$ cat config.mk
export PLATFORM = sky130hd
export DESIGN_NAME = cwd_top
export DESIGN_NICKNAME = d
export VERILOG_FILES = /design/src/logic/cwd_pkg.sv /design/src/logic/cwd_ctl_if.sv /design/src/logic/cwd_rc_osc.sv /design/src/logic/cwd_osc_startup.sv /design/src/logic/cwd_top.sv
export SDC_FILE = /design/constraint.sdc
export NUM_CORES = 1
export LEC_CHECK = 0
export ABC_AREA = 1
export BUFFER_PORTS_ARGS = -buffer_cell sky130_fd_sc_hd__buf_2
export CAP_MARGIN = 20
export CORE_MARGIN = 2
export CORE_UTILIZATION = 45
export CTS_BUF_LIST = sky130_fd_sc_hd__clkbuf_4 sky130_fd_sc_hd__clkbuf_8
export CTS_CLUSTER_SIZE = 30
export DETAILED_ROUTE_END_ITERATION = 8
export PLACE_DENSITY_LB_ADDON = 0.15
export SLEW_MARGIN = 15
export SYNTH_ARGS = -nofsm -noshare
export SYNTH_HDL_FRONTEND = slang
export SYNTH_SLANG_ARGS = --single-unit
$ cat constraint.sdc
create_clock -name clk -period 1.8 [get_ports clk]
set_clock_uncertainty 0.05 [all_clocks]
set_input_delay 0.09 -clock clk [delete_from_list [all_inputs] [get_ports clk]]
set_output_delay 0.09 -clock clk [all_outputs]
set_load 0.005 [all_outputs]
$ cat src/logic/cwd_pkg.sv
// shared constants and types for the configuration word decoder
package cwd_pkg;

  localparam int unsigned CLK_HZ = 40_000_000;
  localparam int unsigned CFG_WIDTH = 14;

  // configuration word location and contents
  localparam logic [13:0] CFG_WORD_ADDR = 14'h2007;
  localparam logic [13:0] CFG_ERASED = 14'h3FFF;
  localparam logic [13:0] CFG_UNIMPL_MASK = 14'h3FA0;
  localparam int unsigned BROWNOUT_RESET_ENABLE_BIT = 6;
  localparam int unsigned CP_BIT = 4;
  localparam int unsigned POWERUP_DELAY_ENABLE_N_BIT = 3;
  localparam int unsigned WATCHDOG_ENABLE_BIT = 2;
  localparam int unsigned OSC_LSB = 0;
  localparam logic [13:0] UNMAPPED_READ = 14'h0000;

  typedef enum logic [1:0] {
    OSC_LP = 2'h0,
    OSC_XT = 2'h1,
    OSC_HS = 2'h2,
    OSC_RC = 2'h3
  } cwd_osc_mode_t;

  // power-up delay: time in ms, cycles derived from the clock rate
  localparam int unsigned POWERUP_DELAY_MS = 72;
  localparam int unsigned POWERUP_DELAY_CYCLES = (CLK_HZ / 1000) * POWERUP_DELAY_MS;
  localparam int unsigned POWERUP_DELAY_TIMER_CNT_W = 22;

  // oscillator start-up: edges of the oscillator input pin
  localparam int unsigned OST_OSC_CYCLES = 1024;
  localparam int unsigned OST_CNT_W = 11;

  // private watchdog oscillator model and watchdog period
  localparam int unsigned RC_TICK_CYCLES = 40;
  localparam int unsigned RC_CNT_W = 6;
  localparam int unsigned WDT_TIMEOUT_TICKS = 16;
  localparam int unsigned WDT_CNT_W = 5;

  localparam logic [2:0] SYNC_RESET = 3'h7;

endpackage

$ cat src/logic/cwd_ctl_if.sv
// carrier between the sequencer and its two timing helpers
`timescale 1ns/100ps
interface cwd_ctl_if;
  logic ost_start;
  logic ost_done;
  logic rc_tick;

  modport core (output ost_start, input ost_done, input rc_tick);
  modport oscillator_startup_timer (input ost_start, output ost_done);
  modport rc (output rc_tick);
endinterface

$ cat src/logic/cwd_rc_osc.sv
// private watchdog oscillator model, a free running tick source
`timescale 1ns/100ps
module cwd_rc_osc (
  input wire logic clk,
  input wire logic rst,
  cwd_ctl_if.rc ctl
);

  typedef struct packed {
    logic [cwd_pkg::RC_CNT_W-1:0] cnt;
    logic tick;
  } cwd_rc_state_t;

  cwd_rc_state_t st;
  cwd_rc_state_t next_st;

  always_comb begin
    next_st = st;
    next_st.tick = 1'b0;
    if (st.cnt == cwd_pkg::RC_CNT_W'(cwd_pkg::RC_TICK_CYCLES - 1)) begin
      next_st.cnt = '0;
      next_st.tick = 1'b1;
    end else begin
      next_st.cnt = st.cnt + 1'b1;
    end
  end

  always_ff @(posedge clk) begin
    if (rst) begin
      st <= '0;
    end else begin
      st <= next_st;
    end
  end

  assign ctl.rc_tick = st.tick;

endmodule

$ cat src/logic/cwd_osc_startup.sv
// oscillator start-up counter on edges of the oscillator input pin
`timescale 1ns/100ps
module cwd_osc_startup (
  input wire logic clk,
  input wire logic rst,
  input wire logic oscillator_input_pin,
  cwd_ctl_if.oscillator_startup_timer ctl
);

  typedef struct packed {
    logic [2:0] sync;
    logic level;
    logic [cwd_pkg::OST_CNT_W-1:0] cnt;
    logic done;
  } cwd_ost_state_t;

  cwd_ost_state_t st;
  cwd_ost_state_t next_st;

  always_comb begin
    next_st = st;
    next_st.sync = {st.sync[1:0], oscillator_input_pin};
    if (st.sync[1] == st.sync[2]) begin
      next_st.level = st.sync[2];
    end
    if (!ctl.ost_start) begin
      next_st.cnt = '0;
      next_st.done = 1'b0;
    end else if (!st.done && next_st.level && !st.level) begin
      // RULE_15 RULE_14
      next_st.cnt = st.cnt + 1'b1;
      if (st.cnt == cwd_pkg::OST_CNT_W'(cwd_pkg::OST_OSC_CYCLES - 1)) begin
        next_st.done = 1'b1;
      end
    end
  end

  always_ff @(posedge clk) begin
    if (rst) begin
      st <= '0;
    end else begin
      st <= next_st;
    end
  end

  assign ctl.ost_done = st.done;

endmodule

$ cat src/logic/cwd_top.sv
// configuration word store, decoder and reset/sleep sequencer
`timescale 1ns/100ps

// Operation
// (RULE_01) programmed bit reads zero, erased reads one
// (RULE_02) word at 2007h, programming mode only
// (RULE_03) erased word is all ones
// (RULE_04) unimplemented bits read back as one
// (RULE_05) bit six enables brown-out reset
// (RULE_06) bit four zero protects all memory
// (RULE_07) bit three zero enables power-up delay
// (RULE_08) bit two enables the watchdog
// (RULE_09) bits one:zero select oscillator mode
// (RULE_10) power-up delay holds reset 72 ms
// (RULE_11) start-up timer holds reset until stable
// (RULE_12) watchdog runs from its private oscillator
// (RULE_13) sleep wakes on reset, watchdog, interrupt
// (RULE_14) high-speed mode accepts external input clock
// (RULE_15) 1024 input edges after delay, crystals
// (RULE_16) brown-out enable forces the power-up delay
// (RULE_17) decoded outputs latched while held in reset
module cwd_top #(
  parameter int unsigned POWERUP_DELAY_CYCLES = cwd_pkg::POWERUP_DELAY_CYCLES
) (
  input wire logic clk,
  input wire logic rst,
  input wire logic oscillator_input_pin,
  input wire logic mclr_n,
  input wire logic brownout_detect,
  input wire logic sleep_req,
  input wire logic interrupt_req,
  input wire logic watchdog_clear,
  input wire logic prog_mode,
  input wire logic prog_rd,
  input wire logic prog_wr,
  input wire logic prog_erase,
  input wire logic [13:0] prog_addr,
  input wire logic [13:0] prog_wdata,
  output logic [13:0] prog_rdata,
  output logic prog_rvalid,
  output logic device_reset,
  output logic sleeping,
  output logic brownout_reset_enable,
  output logic code_protect_n,
  output logic powerup_delay_enable_n,
  output logic watchdog_enable,
  output logic [1:0] osc_mode_select,
  output logic low_power_crystal_mode,
  output logic crystal_resonator_mode,
  output logic high_speed_crystal_mode,
  output logic rc_osc_mode,
  output logic program_memory_protected,
  output logic brownout_reset,
  output logic powerup_delay_active,
  output logic oscillator_startup_active,
  output logic watchdog_timeout
);

  typedef enum logic [2:0] {
    ST_POWERUP,
    ST_OST,
    ST_RUN,
    ST_SLEEP,
    ST_EXT_HOLD,
    ST_BOR_HOLD
  } cwd_seq_t;

  typedef struct packed {
    logic [13:0] word;
    logic [1:0] osc_mode;
    logic bor_en;
    logic cp_n;
    logic powerup_delay_timer_en_n;
    logic wdt_en;
    cwd_seq_t seq;
    logic [cwd_pkg::POWERUP_DELAY_TIMER_CNT_W-1:0] powerup_delay_timer_cnt;
    logic [cwd_pkg::WDT_CNT_W-1:0] wdt_cnt;
    logic [2:0] mclr_sync;
    logic mclr_level;
    logic [2:0] bor_sync;
    logic bor_level;
    logic [13:0] rdata;
    logic rvalid;
    logic ost_start;
    logic wdt_timeout;
    logic out_reset;
    logic out_sleeping;
    logic out_bor_hold;
    logic out_powerup_delay_timer_active;
    logic out_protected;
    logic [3:0] out_osc_hot;
  } cwd_state_t;

  cwd_state_t st;
  cwd_state_t next_st;
  cwd_ctl_if ctl ();

  // three-stage pin filter: a change counts once stages two and three agree
  function automatic logic filt_update(input logic [2:0] sync, input logic level);
    filt_update = (sync[1] == sync[2]) ? sync[2] : level;
  endfunction

  function automatic logic is_crystal(input logic [1:0] mode);
    is_crystal = (mode != cwd_pkg::OSC_RC);
  endfunction

  // reset is held in every state but run and sleep
  function automatic logic seq_holds(input cwd_seq_t seq);
    seq_holds = (seq != ST_RUN) && (seq != ST_SLEEP);
  endfunction

  // one-hot oscillator decode, bit index equals the select code
  function automatic logic [3:0] osc_hot(input logic [1:0] mode);
    osc_hot = 4'h1 << mode;
  endfunction

  // readback forces unimplemented positions high
  function automatic logic [13:0] read_word(input logic [13:0] word);
    read_word = word | cwd_pkg::CFG_UNIMPL_MASK;
  endfunction

  cwd_rc_osc u_rc (
    .clk(clk),
    .rst(rst),
    .ctl(ctl.rc)
  );

  cwd_osc_startup u_ost (
    .clk(clk),
    .rst(rst),
    .oscillator_input_pin(oscillator_input_pin),
    .ctl(ctl.oscillator_startup_timer)
  );

  assign ctl.ost_start = st.ost_start;

  logic held;
  logic powerup_delay_timer_needed;
  logic wdt_running;
  logic wdt_fire;
  logic ext_reset;
  logic bor_event;

  always_comb begin
    held = seq_holds(st.seq);
    powerup_delay_timer_needed = !st.powerup_delay_timer_en_n || st.bor_en; // RULE_07 RULE_16
    wdt_running = st.wdt_en && !held; // RULE_08
    wdt_fire = wdt_running && ctl.rc_tick && // RULE_12
      (st.wdt_cnt == cwd_pkg::WDT_CNT_W'(cwd_pkg::WDT_TIMEOUT_TICKS - 1));
    ext_reset = !st.mclr_level || prog_mode;
    bor_event = st.bor_en && st.bor_level; // RULE_05
  end

  always_comb begin
    next_st = st;
    next_st.rvalid = 1'b0;
    next_st.wdt_timeout = 1'b0;
    next_st.mclr_sync = {st.mclr_sync[1:0], mclr_n};
    next_st.mclr_level = filt_update(st.mclr_sync, st.mclr_level);
    next_st.bor_sync = {st.bor_sync[1:0], brownout_detect};
    next_st.bor_level = filt_update(st.bor_sync, st.bor_level);

    // config store reachable only in programming mode
    if (prog_mode) begin // RULE_02
      if (prog_erase) begin
        next_st.word = cwd_pkg::CFG_ERASED; // RULE_03
      end else if (prog_wr && prog_addr == cwd_pkg::CFG_WORD_ADDR) begin
        next_st.word = st.word & (prog_wdata | cwd_pkg::CFG_UNIMPL_MASK); // RULE_01
      end
      if (prog_rd) begin
        next_st.rvalid = 1'b1;
        if (prog_addr == cwd_pkg::CFG_WORD_ADDR) begin
          next_st.rdata = read_word(st.word); // RULE_04
        end else begin
          next_st.rdata = cwd_pkg::UNMAPPED_READ;
        end
      end
    end

    // decoded fields follow the stored word only while held in reset
    if (held) begin // RULE_17
      next_st.bor_en = st.word[cwd_pkg::BROWNOUT_RESET_ENABLE_BIT]; // RULE_05
      next_st.cp_n = st.word[cwd_pkg::CP_BIT]; // RULE_06
      next_st.powerup_delay_timer_en_n = st.word[cwd_pkg::POWERUP_DELAY_ENABLE_N_BIT]; // RULE_07
      next_st.wdt_en = st.word[cwd_pkg::WATCHDOG_ENABLE_BIT]; // RULE_08
      next_st.osc_mode = st.word[cwd_pkg::OSC_LSB +: 2]; // RULE_09
    end

    // watchdog counts private oscillator ticks
    if (!wdt_running || watchdog_clear || wdt_fire) begin
      next_st.wdt_cnt = '0;
    end else if (ctl.rc_tick) begin // RULE_12
      next_st.wdt_cnt = st.wdt_cnt + 1'b1;
    end
    next_st.wdt_timeout = wdt_fire && !watchdog_clear;

    next_st.ost_start = 1'b0;
    if (bor_event) begin
      next_st.seq = ST_BOR_HOLD;
      next_st.powerup_delay_timer_cnt = '0;
    end else if (ext_reset) begin
      next_st.seq = ST_EXT_HOLD;
      next_st.powerup_delay_timer_cnt = '0;
    end else begin
      unique case (st.seq)
        ST_POWERUP: begin
          if (!powerup_delay_timer_needed ||
              st.powerup_delay_timer_cnt == cwd_pkg::POWERUP_DELAY_TIMER_CNT_W'(POWERUP_DELAY_CYCLES - 1)) begin // RULE_10
            next_st.powerup_delay_timer_cnt = '0;
            if (is_crystal(st.osc_mode)) begin // RULE_15
              next_st.seq = ST_OST;
              next_st.ost_start = 1'b1;
            end else begin
              next_st.seq = ST_RUN;
            end
          end else begin
            next_st.powerup_delay_timer_cnt = st.powerup_delay_timer_cnt + 1'b1; // RULE_10
          end
        end
        ST_OST: begin
          if (ctl.ost_done && st.ost_start) begin // RULE_11
            next_st.seq = ST_RUN;
          end else begin
            next_st.ost_start = 1'b1;
          end
        end
        ST_RUN: begin
          if (wdt_fire && !watchdog_clear) begin
            next_st.seq = ST_EXT_HOLD;
          end else if (sleep_req) begin
            next_st.seq = ST_SLEEP;
          end
        end
        ST_SLEEP: begin
          if ((wdt_fire && !watchdog_clear) || interrupt_req) begin // RULE_13
            if (is_crystal(st.osc_mode)) begin // RULE_15
              next_st.seq = ST_OST;
              next_st.ost_start = 1'b1;
            end else begin
              next_st.seq = ST_RUN;
            end
          end
        end
        ST_EXT_HOLD: begin
          next_st.seq = ST_RUN; // RULE_13
        end
        ST_BOR_HOLD: begin
          next_st.seq = ST_POWERUP; // RULE_16
        end
      endcase
    end

    // outputs are registered copies of the next state decode
    next_st.out_reset = seq_holds(next_st.seq);
    next_st.out_sleeping = (next_st.seq == ST_SLEEP);
    next_st.out_bor_hold = (next_st.seq == ST_BOR_HOLD);
    next_st.out_powerup_delay_timer_active = (next_st.seq == ST_POWERUP);
    next_st.out_protected = !next_st.cp_n; // RULE_06
    next_st.out_osc_hot = osc_hot(next_st.osc_mode); // RULE_09
  end

  always_ff @(posedge clk) begin
    if (rst) begin
      st <= '0;
      st.word <= cwd_pkg::CFG_ERASED; // RULE_03
      st.osc_mode <= cwd_pkg::OSC_RC;
      st.bor_en <= 1'b1;
      st.cp_n <= 1'b1;
      st.powerup_delay_timer_en_n <= 1'b1;
      st.wdt_en <= 1'b1;
      st.seq <= ST_POWERUP;
      st.mclr_sync <= cwd_pkg::SYNC_RESET;
      st.mclr_level <= 1'b1;
      // outputs start as the erased, held decode
      st.out_reset <= 1'b1;
      st.out_powerup_delay_timer_active <= 1'b1;
      st.out_osc_hot <= 4'h8;
    end else begin
      st <= next_st;
    end
  end

  always_comb begin
    prog_rdata = st.rdata;
    prog_rvalid = st.rvalid;
    device_reset = st.out_reset;
    sleeping = st.out_sleeping;
    brownout_reset_enable = st.bor_en;
    code_protect_n = st.cp_n;
    powerup_delay_enable_n = st.powerup_delay_timer_en_n;
    watchdog_enable = st.wdt_en;
    osc_mode_select = st.osc_mode;
    low_power_crystal_mode = st.out_osc_hot[cwd_pkg::OSC_LP];
    crystal_resonator_mode = st.out_osc_hot[cwd_pkg::OSC_XT];
    high_speed_crystal_mode = st.out_osc_hot[cwd_pkg::OSC_HS]; // RULE_14
    rc_osc_mode = st.out_osc_hot[cwd_pkg::OSC_RC];
    program_memory_protected = st.out_protected; // RULE_06
    brownout_reset = st.out_bor_hold;
    powerup_delay_active = st.out_powerup_delay_timer_active;
    oscillator_startup_active = st.ost_start;
    watchdog_timeout = st.wdt_timeout;
  end

endmodule

=== Yosys cells after proc, flatten, opt, wreduce, memory -nomap -nowiden ===
Cells that the tools add are included.

* Add/subtract/negate cells: 4
* Equality and inequality tests: 20
* Shift-type cells: 1
* Muxes and demuxes: 23
* Bitwise gates (word level): 3
* Reduce and logical (&&, ||, !) cells: 37

{| class="wikitable"
|+ Operators by type and width
! cell !! count
|-
| 25-bit 2-to-1 mux || 2
|-
| 22-bit 2-to-1 mux || 2
|-
| 14-bit 2-to-1 mux || 3
|-
| 22-bit by 1-bit adder with 22-bit output (second input constant) || 1
|-
| 22-bit equality test (second input constant) || 1
|-
| 3-bit case mux with 6 select lines || 1
|-
| 3-bit 2-to-1 mux || 5
|-
| 14-bit bitwise AND || 1
|-
| 14-bit equality test (second input constant) || 1
|-
| 3-bit by 2-bit != test with 1-bit output (second input constant) || 4
|-
| 11-bit by 1-bit adder with 11-bit output (second input constant) || 1
|-
| 11-bit by 10-bit equality test with 1-bit output (second input constant) || 1
|-
| 1-bit logical AND || 11
|-
| 3-bit by 2-bit equality test with 1-bit output (second input constant) || 3
|-
| 3-bit equality test (second input constant) || 3
|-
| 1-bit logical NOT || 9
|-
| 2-bit OR reduction || 4
|-
| 1-bit 2-to-1 mux || 7
|-
| 6-bit by 1-bit adder with 6-bit output (second input constant) || 1
|-
| 6-bit equality test (second input constant) || 1
|-
| 3-bit logical NOT || 2
|-
| 1-bit logical OR || 6
|-
| 6-bit 2-to-1 mux || 1
|-
| 2-bit AND reduction || 3
|-
| 11 further kinds || 14
|}

* Register bits after elaboration: 107
* Output and inout bits: 32
* Logic and storage cells: 117

=== Depth between registers and ports, before layout ===
* Word-level depth: 14
* Mapped depth: 14

=== Hierarchy ===
A second synthesis with hierarchy kept.

* Cells, all modules: 559
* Area, all modules: 4177.8 sq um

{| class="wikitable"
|+ By module, submodules not included
! module !! instances !! cells an instance !! area each (sq um)
|-
| cwd_top || 1 || 422 || 3165.5
|-
| cwd_osc_startup || 1 || 100 || 723.2
|-
| cwd_rc_osc || 1 || 37 || 289.0
|}

=== Worst setup path after synthesis ===
OpenSTA, ideal clock, no wires.

* Kind: reg2reg
* From: register st[34] (netlist bit)
* To: register st[61] (netlist bit)
* Setup time: 128 ps
* Arrival time: 1486 ps
* Data required time: 1622 ps
* Path slack: 136 ps
* Cell stages (with the launch flop): 15
* Path buffers: 0
* Path through: dfxtp_1 -> ha_1 -> and3_1 -> ha_1 -> nand2_1 -> nor2_1 -> nand3_2 -> nand2_2 -> nand3_1 -> nand2_1 -> inv_1 -> nand2_1 -> nand2_1 -> inv_1 -> nor2_1

* Longest elaborated chain between the ends: 8
* Elaborated cells between the ends (all ways): 9
* Classes of those cells: eq/ne: 1; mux: 5; reduce/logical: 3

{| class="wikitable"
|+ RTL lines
! item !! line !! source
|-
| from (decl) || cwd_top.sv:94 || <nowiki>cwd_state_t st;</nowiki>
|-
| from (signal assigned) || cwd_top.sv:279 || <nowiki>st <= next_st;</nowiki>
|-
| 5-bit by 4-bit equality test with 1-bit output (*) || cwd_top.sv:149 || <nowiki>(st.wdt_cnt == cwd_pkg::WDT_CNT_W'(cwd_pkg::WDT_TIMEOUT_TICKS - 1));</nowiki>
|-
| 1-bit logical AND (*) || cwd_top.sv:148 || <nowiki>wdt_fire = wdt_running && ctl.rc_tick &&</nowiki>
|-
| 1-bit logical AND (*) || cwd_top.sv:228, cwd_top.sv:235 ||
|-
| 1-bit logical OR || cwd_top.sv:235 || <nowiki>if ((wdt_fire && !watchdog_clear) || interrupt_req) begin</nowiki>
|-
| 3-bit 2-to-1 mux || cwd_top.sv:235 ||
|-
| 3-bit case mux with 6 select lines (*) || cwd_top.sv:205 || <nowiki>unique case (st.seq)</nowiki>
|-
| 25-bit 2-to-1 mux (*) || cwd_top.sv:201 || <nowiki>end else if (ext_reset) begin</nowiki>
|-
| 25-bit 2-to-1 mux (*) || cwd_top.sv:198 || <nowiki>if (bor_event) begin</nowiki>
|}

Mark *: on every way between the ends. The rest lies on a longest branch, timed or not.
A chain may end at the register's enable or synchronous reset.

=== Worst setup path after layout ===
* From: register st[34] (netlist bit)
* To: register st, in the netlist powerup_delay_active

* Longest elaborated chain between the ends: 9
* Elaborated cells between the ends (all ways): 10
* Classes of those cells: eq/ne: 1; mux: 5; reduce/logical: 4

{| class="wikitable"
|+ RTL lines
! item !! line !! source
|-
| 5-bit by 4-bit equality test with 1-bit output (*) || cwd_top.sv:149 ||
|-
| 1-bit logical AND (*) || cwd_top.sv:148 ||
|-
| 1-bit logical AND (*) || cwd_top.sv:228, cwd_top.sv:235 ||
|-
| 1-bit logical OR || cwd_top.sv:235 ||
|-
| 3-bit 2-to-1 mux || cwd_top.sv:235 ||
|-
| 3-bit case mux with 6 select lines (*) || cwd_top.sv:205 ||
|-
| 25-bit 2-to-1 mux (*) || cwd_top.sv:201 ||
|-
| 25-bit 2-to-1 mux (*) || cwd_top.sv:198 ||
|-
| 3-bit logical NOT (*) || cwd_top.sv:257 || <nowiki>next_st.out_powerup_delay_timer_active = (next_st.seq == ST_POWERUP);</nowiki>
|}

Marks and branches as above.

==> results.md <==
Cells and area:
- At the end of the flow the core is filled with cells to 55.49%.
- The area growth from synthesis to layout is 20.81%.
- For this run, the post-layout net count is around 690.
- The number of antenna repair diodes is 0.
- The fraction of layout cells with a size suffix above 1 is 25.46%.

Synth:
- The cell area after technology mapping is ~0.0042 mm².
- The synthesized design contains 92 register bits.
- The most instantiated flip-flop cell in the synthesis netlist is sky130_fd_sc_hd__dfxtp_1.
- Ranked by total cell area, the synthesized netlist is headed by sky130_fd_sc_hd__dfxtp_1, sky130_fd_sc_hd__nand2_1, sky130_fd_sc_hd__nor2_1, sky130_fd_sc_hd__inv_1, sky130_fd_sc_hd__nand3_1.
- The synthesized netlist cell count is around 560.
- The commonest cells after synthesis are sky130_fd_sc_hd__nand2_1, sky130_fd_sc_hd__dfxtp_1, sky130_fd_sc_hd__nor2_1.
- The proportion of register bits with asynchronous set or reset after synthesis is 0%.
- The most common cell in the synthesized netlist is sky130_fd_sc_hd__nand2_1.
- The number of enable-type register cells in the synthesized netlist is 0.
- The synthesized design devotes to its leading area cell type between 40% and 50% of total area.
- The biggest area contributor in the post-synthesis netlist is sky130_fd_sc_hd__dfxtp_1.
- The average cell area after synthesis is between 7 and 8 µm².
- The sequential share of the synthesized area is between 40% and 50%.
- Synthesis instantiated 40 different standard cells from the library.
- Yosys printed 0 warnings.
- The number of nets produced by synthesis is roughly 600.

GRT:
- The global routing usage on met2 is between 30% and 40%.
- The first global-routing pass estimated between 15 and 20 mm of wire.
- For met1 alone, demand over resource in global routing was between 20% and 30%.
- The residual overflow from global routing is 0.
- The layer carrying the most global-route usage is met2.
- The maximum number of pins on one net before global-route repair is 17.
- The number of antenna violations at the first check in global routing is 0.
- The via count of the first global-routing pass was around 3.4k.
- The global routing usage summed across all routing layers is about 19%.
- The global routing usage on met3 is 4.178%.

Timing:
- The final worst hold slack is about 0.019 ns.
- The smallest clock period supported by the final layout is computed as 1.761 ns.
- For this run, the top clock speed supported by timing is approximately 570 MHz.
- Setup repair after global routing could not meet its margin everywhere.
- The worst slew margin relative to its limit is 74.43%.
- The final max-slew violation count is 0.
- Setup violations remaining at the end of the flow were counted as 0.
- The number of hold-slack violations in the final timing report is 0.
- The slew at the pin with the worst max-slew slack is about 0.38 ns.
- The worst-case setup margin in the final layout is between 0.03 and 0.04 ns.
- The sum of negative setup slack is 0 ns.
- Of the available clock period, the critical path in the final layout requires between 90% and 100%.

CTS:
- Counting every sink on the clock net gives 92.
- The clock latency on the worst-skew pair is approximately 0.36 ns.
- The buffer type at the clock tree root is sky130_fd_sc_hd__clkbuf_8.
- TritonCTS created 9 clock buffers.
- The CTS tree is yes.
- The buffer levels on the longest clock path is 2.
- The number of H-tree levels is 3.
- The register clock-pin slew on the reported worst setup and hold paths is 0.09 ns.

Setup path:
- STA classifies the critical path startpoint as a flip-flop.
- For the worst setup path, the data arrival time is between 1.5 and 2 ns.
- The critical path starts at st[34].
- The highest cell delay on the worst timing path is approximately 0.36 ns.
- Along the worst path, the maximum fanout reaches 5.
- The startpoint of the worst register-to-register path is st[34].
- The library cell contributing the largest single delay on the critical path is sky130_fd_sc_hd__dfxtp_2.
- The cell class contributing the biggest share of worst-path delay is simple AND/OR/NAND/NOR gates.
- Data on the critical path is required at its endpoint by a little under 2 ns.
- The critical path capture point type is a flip-flop.
- Walking the worst path, the cells encountered are ha_4 > and3_4 > ha_4 > nand2_2 > nor2_2 > nand3_2 > o21ai_0 > inv_1 > nand2_1 > inv_1 > nand2_1 > o21ai_1.
- The critical path class is flip-flop to flip-flop.
- The worst path buffer plus inverter count is 2.

Pwr:
- Dividing total power by cell area gives a power density of approximately 770 mW/mm².
- Registers are responsible for 54.2% of the overall power.
- In this run switching power makes up between 20% and 30% of total power.
- Summed over all cells, the static leakage comes to around 2.2 nW.
- The analysis attributes to net switching a power of approximately 990 µW.
- Combinational cells account for around 8.4% of the total power.
- The clock share of power is between 30% and 40%.
- The internal power contribution is just under 3 mW.
- The largest vdd supply drop is approximately 0.00043 V.

Floorplan:
- The die covers ~0.010 mm².
- The initial utilization of the core area, before any placement, comes to between 40% and 50%.
- The floorplan has 35 rows.
- The chip width is 100.4 µm.
- The die extent in y is between 100 and 150 µm.
- The I/O pin total is a little over 70.
- The total area inside the core boundary comes to around 0.0091 mm².

Worst hold path:
- The startpoint of the most critical hold path is prog_erase.
- The worst hold path belongs to the class input port to flip-flop.

Route:
- The average wire per cell in the routed design is around 12 µm.
- The via count normalized by instance count is 4.823.
- The count of nets left with antenna violations after detail routing is 0.
- The first-iteration detailed-routing DRC count is ~190.
- After detailed routing, the total wire length is 8.824 mm.
- For this run, the detailed router's first-pass iteration total came to 4.
- Detailed routing inserted a total of between 3k and 4k vias.
- The number of remaining DRC errors is 0.

Placed design:
- The congestion estimate from routability-driven global placement came to around 0.8.
- The number of buffers inserted by port buffering is between 60 and 70.
- At the placement stage, the worst setup path has a slack of -0.007706 ns.
- Once detailed placement completed, the half-perimeter wirelength came to roughly 6.5 mm.

Run status:
- The run finished with clean final reports.

Flow run:
- The tool flagged a number of max-cap violations equal to 0.
## power by group through the flow
stage	combinational [mW]	clock (mW)	sequential, mW
final	0.328	1.46	2.11
after global routing	0.369	1.58	2.12
after CTS	0.326	1.49	2.11
after detailed placement	0.305	0	2.16
after global placement	0.303	0	2.15
after floorplan	0.200	0	2.15
## through the flow
step	cells	power [mW]	area, µm²
2_1_floorplan	559	2.350	4184
3_3_place_gp	729	2.457	4611
3_5_place_dp	729	2.460	4611
4_1_cts	759	3.925	4985
5_1_grt	763	4.070	5055
6_report	763	3.896	5055
## kinds of logic (layout without fill, tap and decap cells)
kind of cell | count (synthesis) | in the layout | synth area share [%]
and+or+nand+nor | 275 | 275 | 31.07
buffers and inverters | 100 | 193 | 11.09
DFF | 92 | 92 | 44.02
AOI/OAI and AO/OA | 74 | 74 | 9.599
xor gates and xnor gates | 13 | 13 | 2.721
adders and majority gates | 5 | 5 | 1.495
## state kept, by name, summed over array words and instances (netlist names), 2 cells and up
name             cells
u_rc.st              6
next_st              4
u_ost.st            13
prog_rdata           7
osc_mode_select      2
st                  40
u_ost.next_st        2
## worst register-to-register path, delay by kind of cell, from the launching register on
| family | cells | cell delay [ns] |
|---|---|---|
| compound gates | 2 | 0.23 |
| simple gates | 6 | 0.61 |
| fa+ha+maj | 2 | 0.27 |
| buf+inv | 2 | 0.11 |
| flops | 1 | 0.36 |
## layout make-up
type                       count  area (µm²)
clock inverter                 6       68.82
fill                         885        4054
inverter                      77       294.0
sequential                    92        1849
clock buffer                  10       137.6
timing repair buffer         100       620.6
multi-input combinational    367        1946
tap                          111       138.9
## metal layers
metal  vias to the layer above  share of wire [%]
met5                         -                  0
met4                         0               0.83
met3                         8                3.8
met2                        52                 48
met1                      1675                 48
li1                       1945                  -
## worst paths after layout
kind | endpoint | slack (ns) | cells after the start
setup / recovery | powerup_delay_active | 0.04 | 12
hold / removal | st[71] | 0.02 | 3
setup reg to reg | powerup_delay_active | 0.04 | 12
hold reg to reg | u_ost.next_st[15] | 0.35 | 2
## what timing repair did
action                                  4_1_cts  5_1_grt
hold endpoints to repair                     10        0
hold buffers                                 11        0
gates resized for setup                       9       14
endpoints found under the setup margin        4       22
pin swaps                                     2        4
setup buffers                                 3        4
## cell usage in the layout, fill, tap and decap left out, types with 12 or more instances in the layout
master	instances
sky130_fd_sc_hd__dfxtp_1	86
sky130_fd_sc_hd__o21ai_0	22
sky130_fd_sc_hd__nand3_1	38
sky130_fd_sc_hd__buf_2	63
sky130_fd_sc_hd__nor3_1	12
sky130_fd_sc_hd__nor2_1	77
sky130_fd_sc_hd__nand2_1	95
sky130_fd_sc_hd__a21oi_1	37
sky130_fd_sc_hd__inv_1	67
sky130_fd_sc_hd__buf_4	26
No activity file was read; power rests on OpenSTA's default activity.
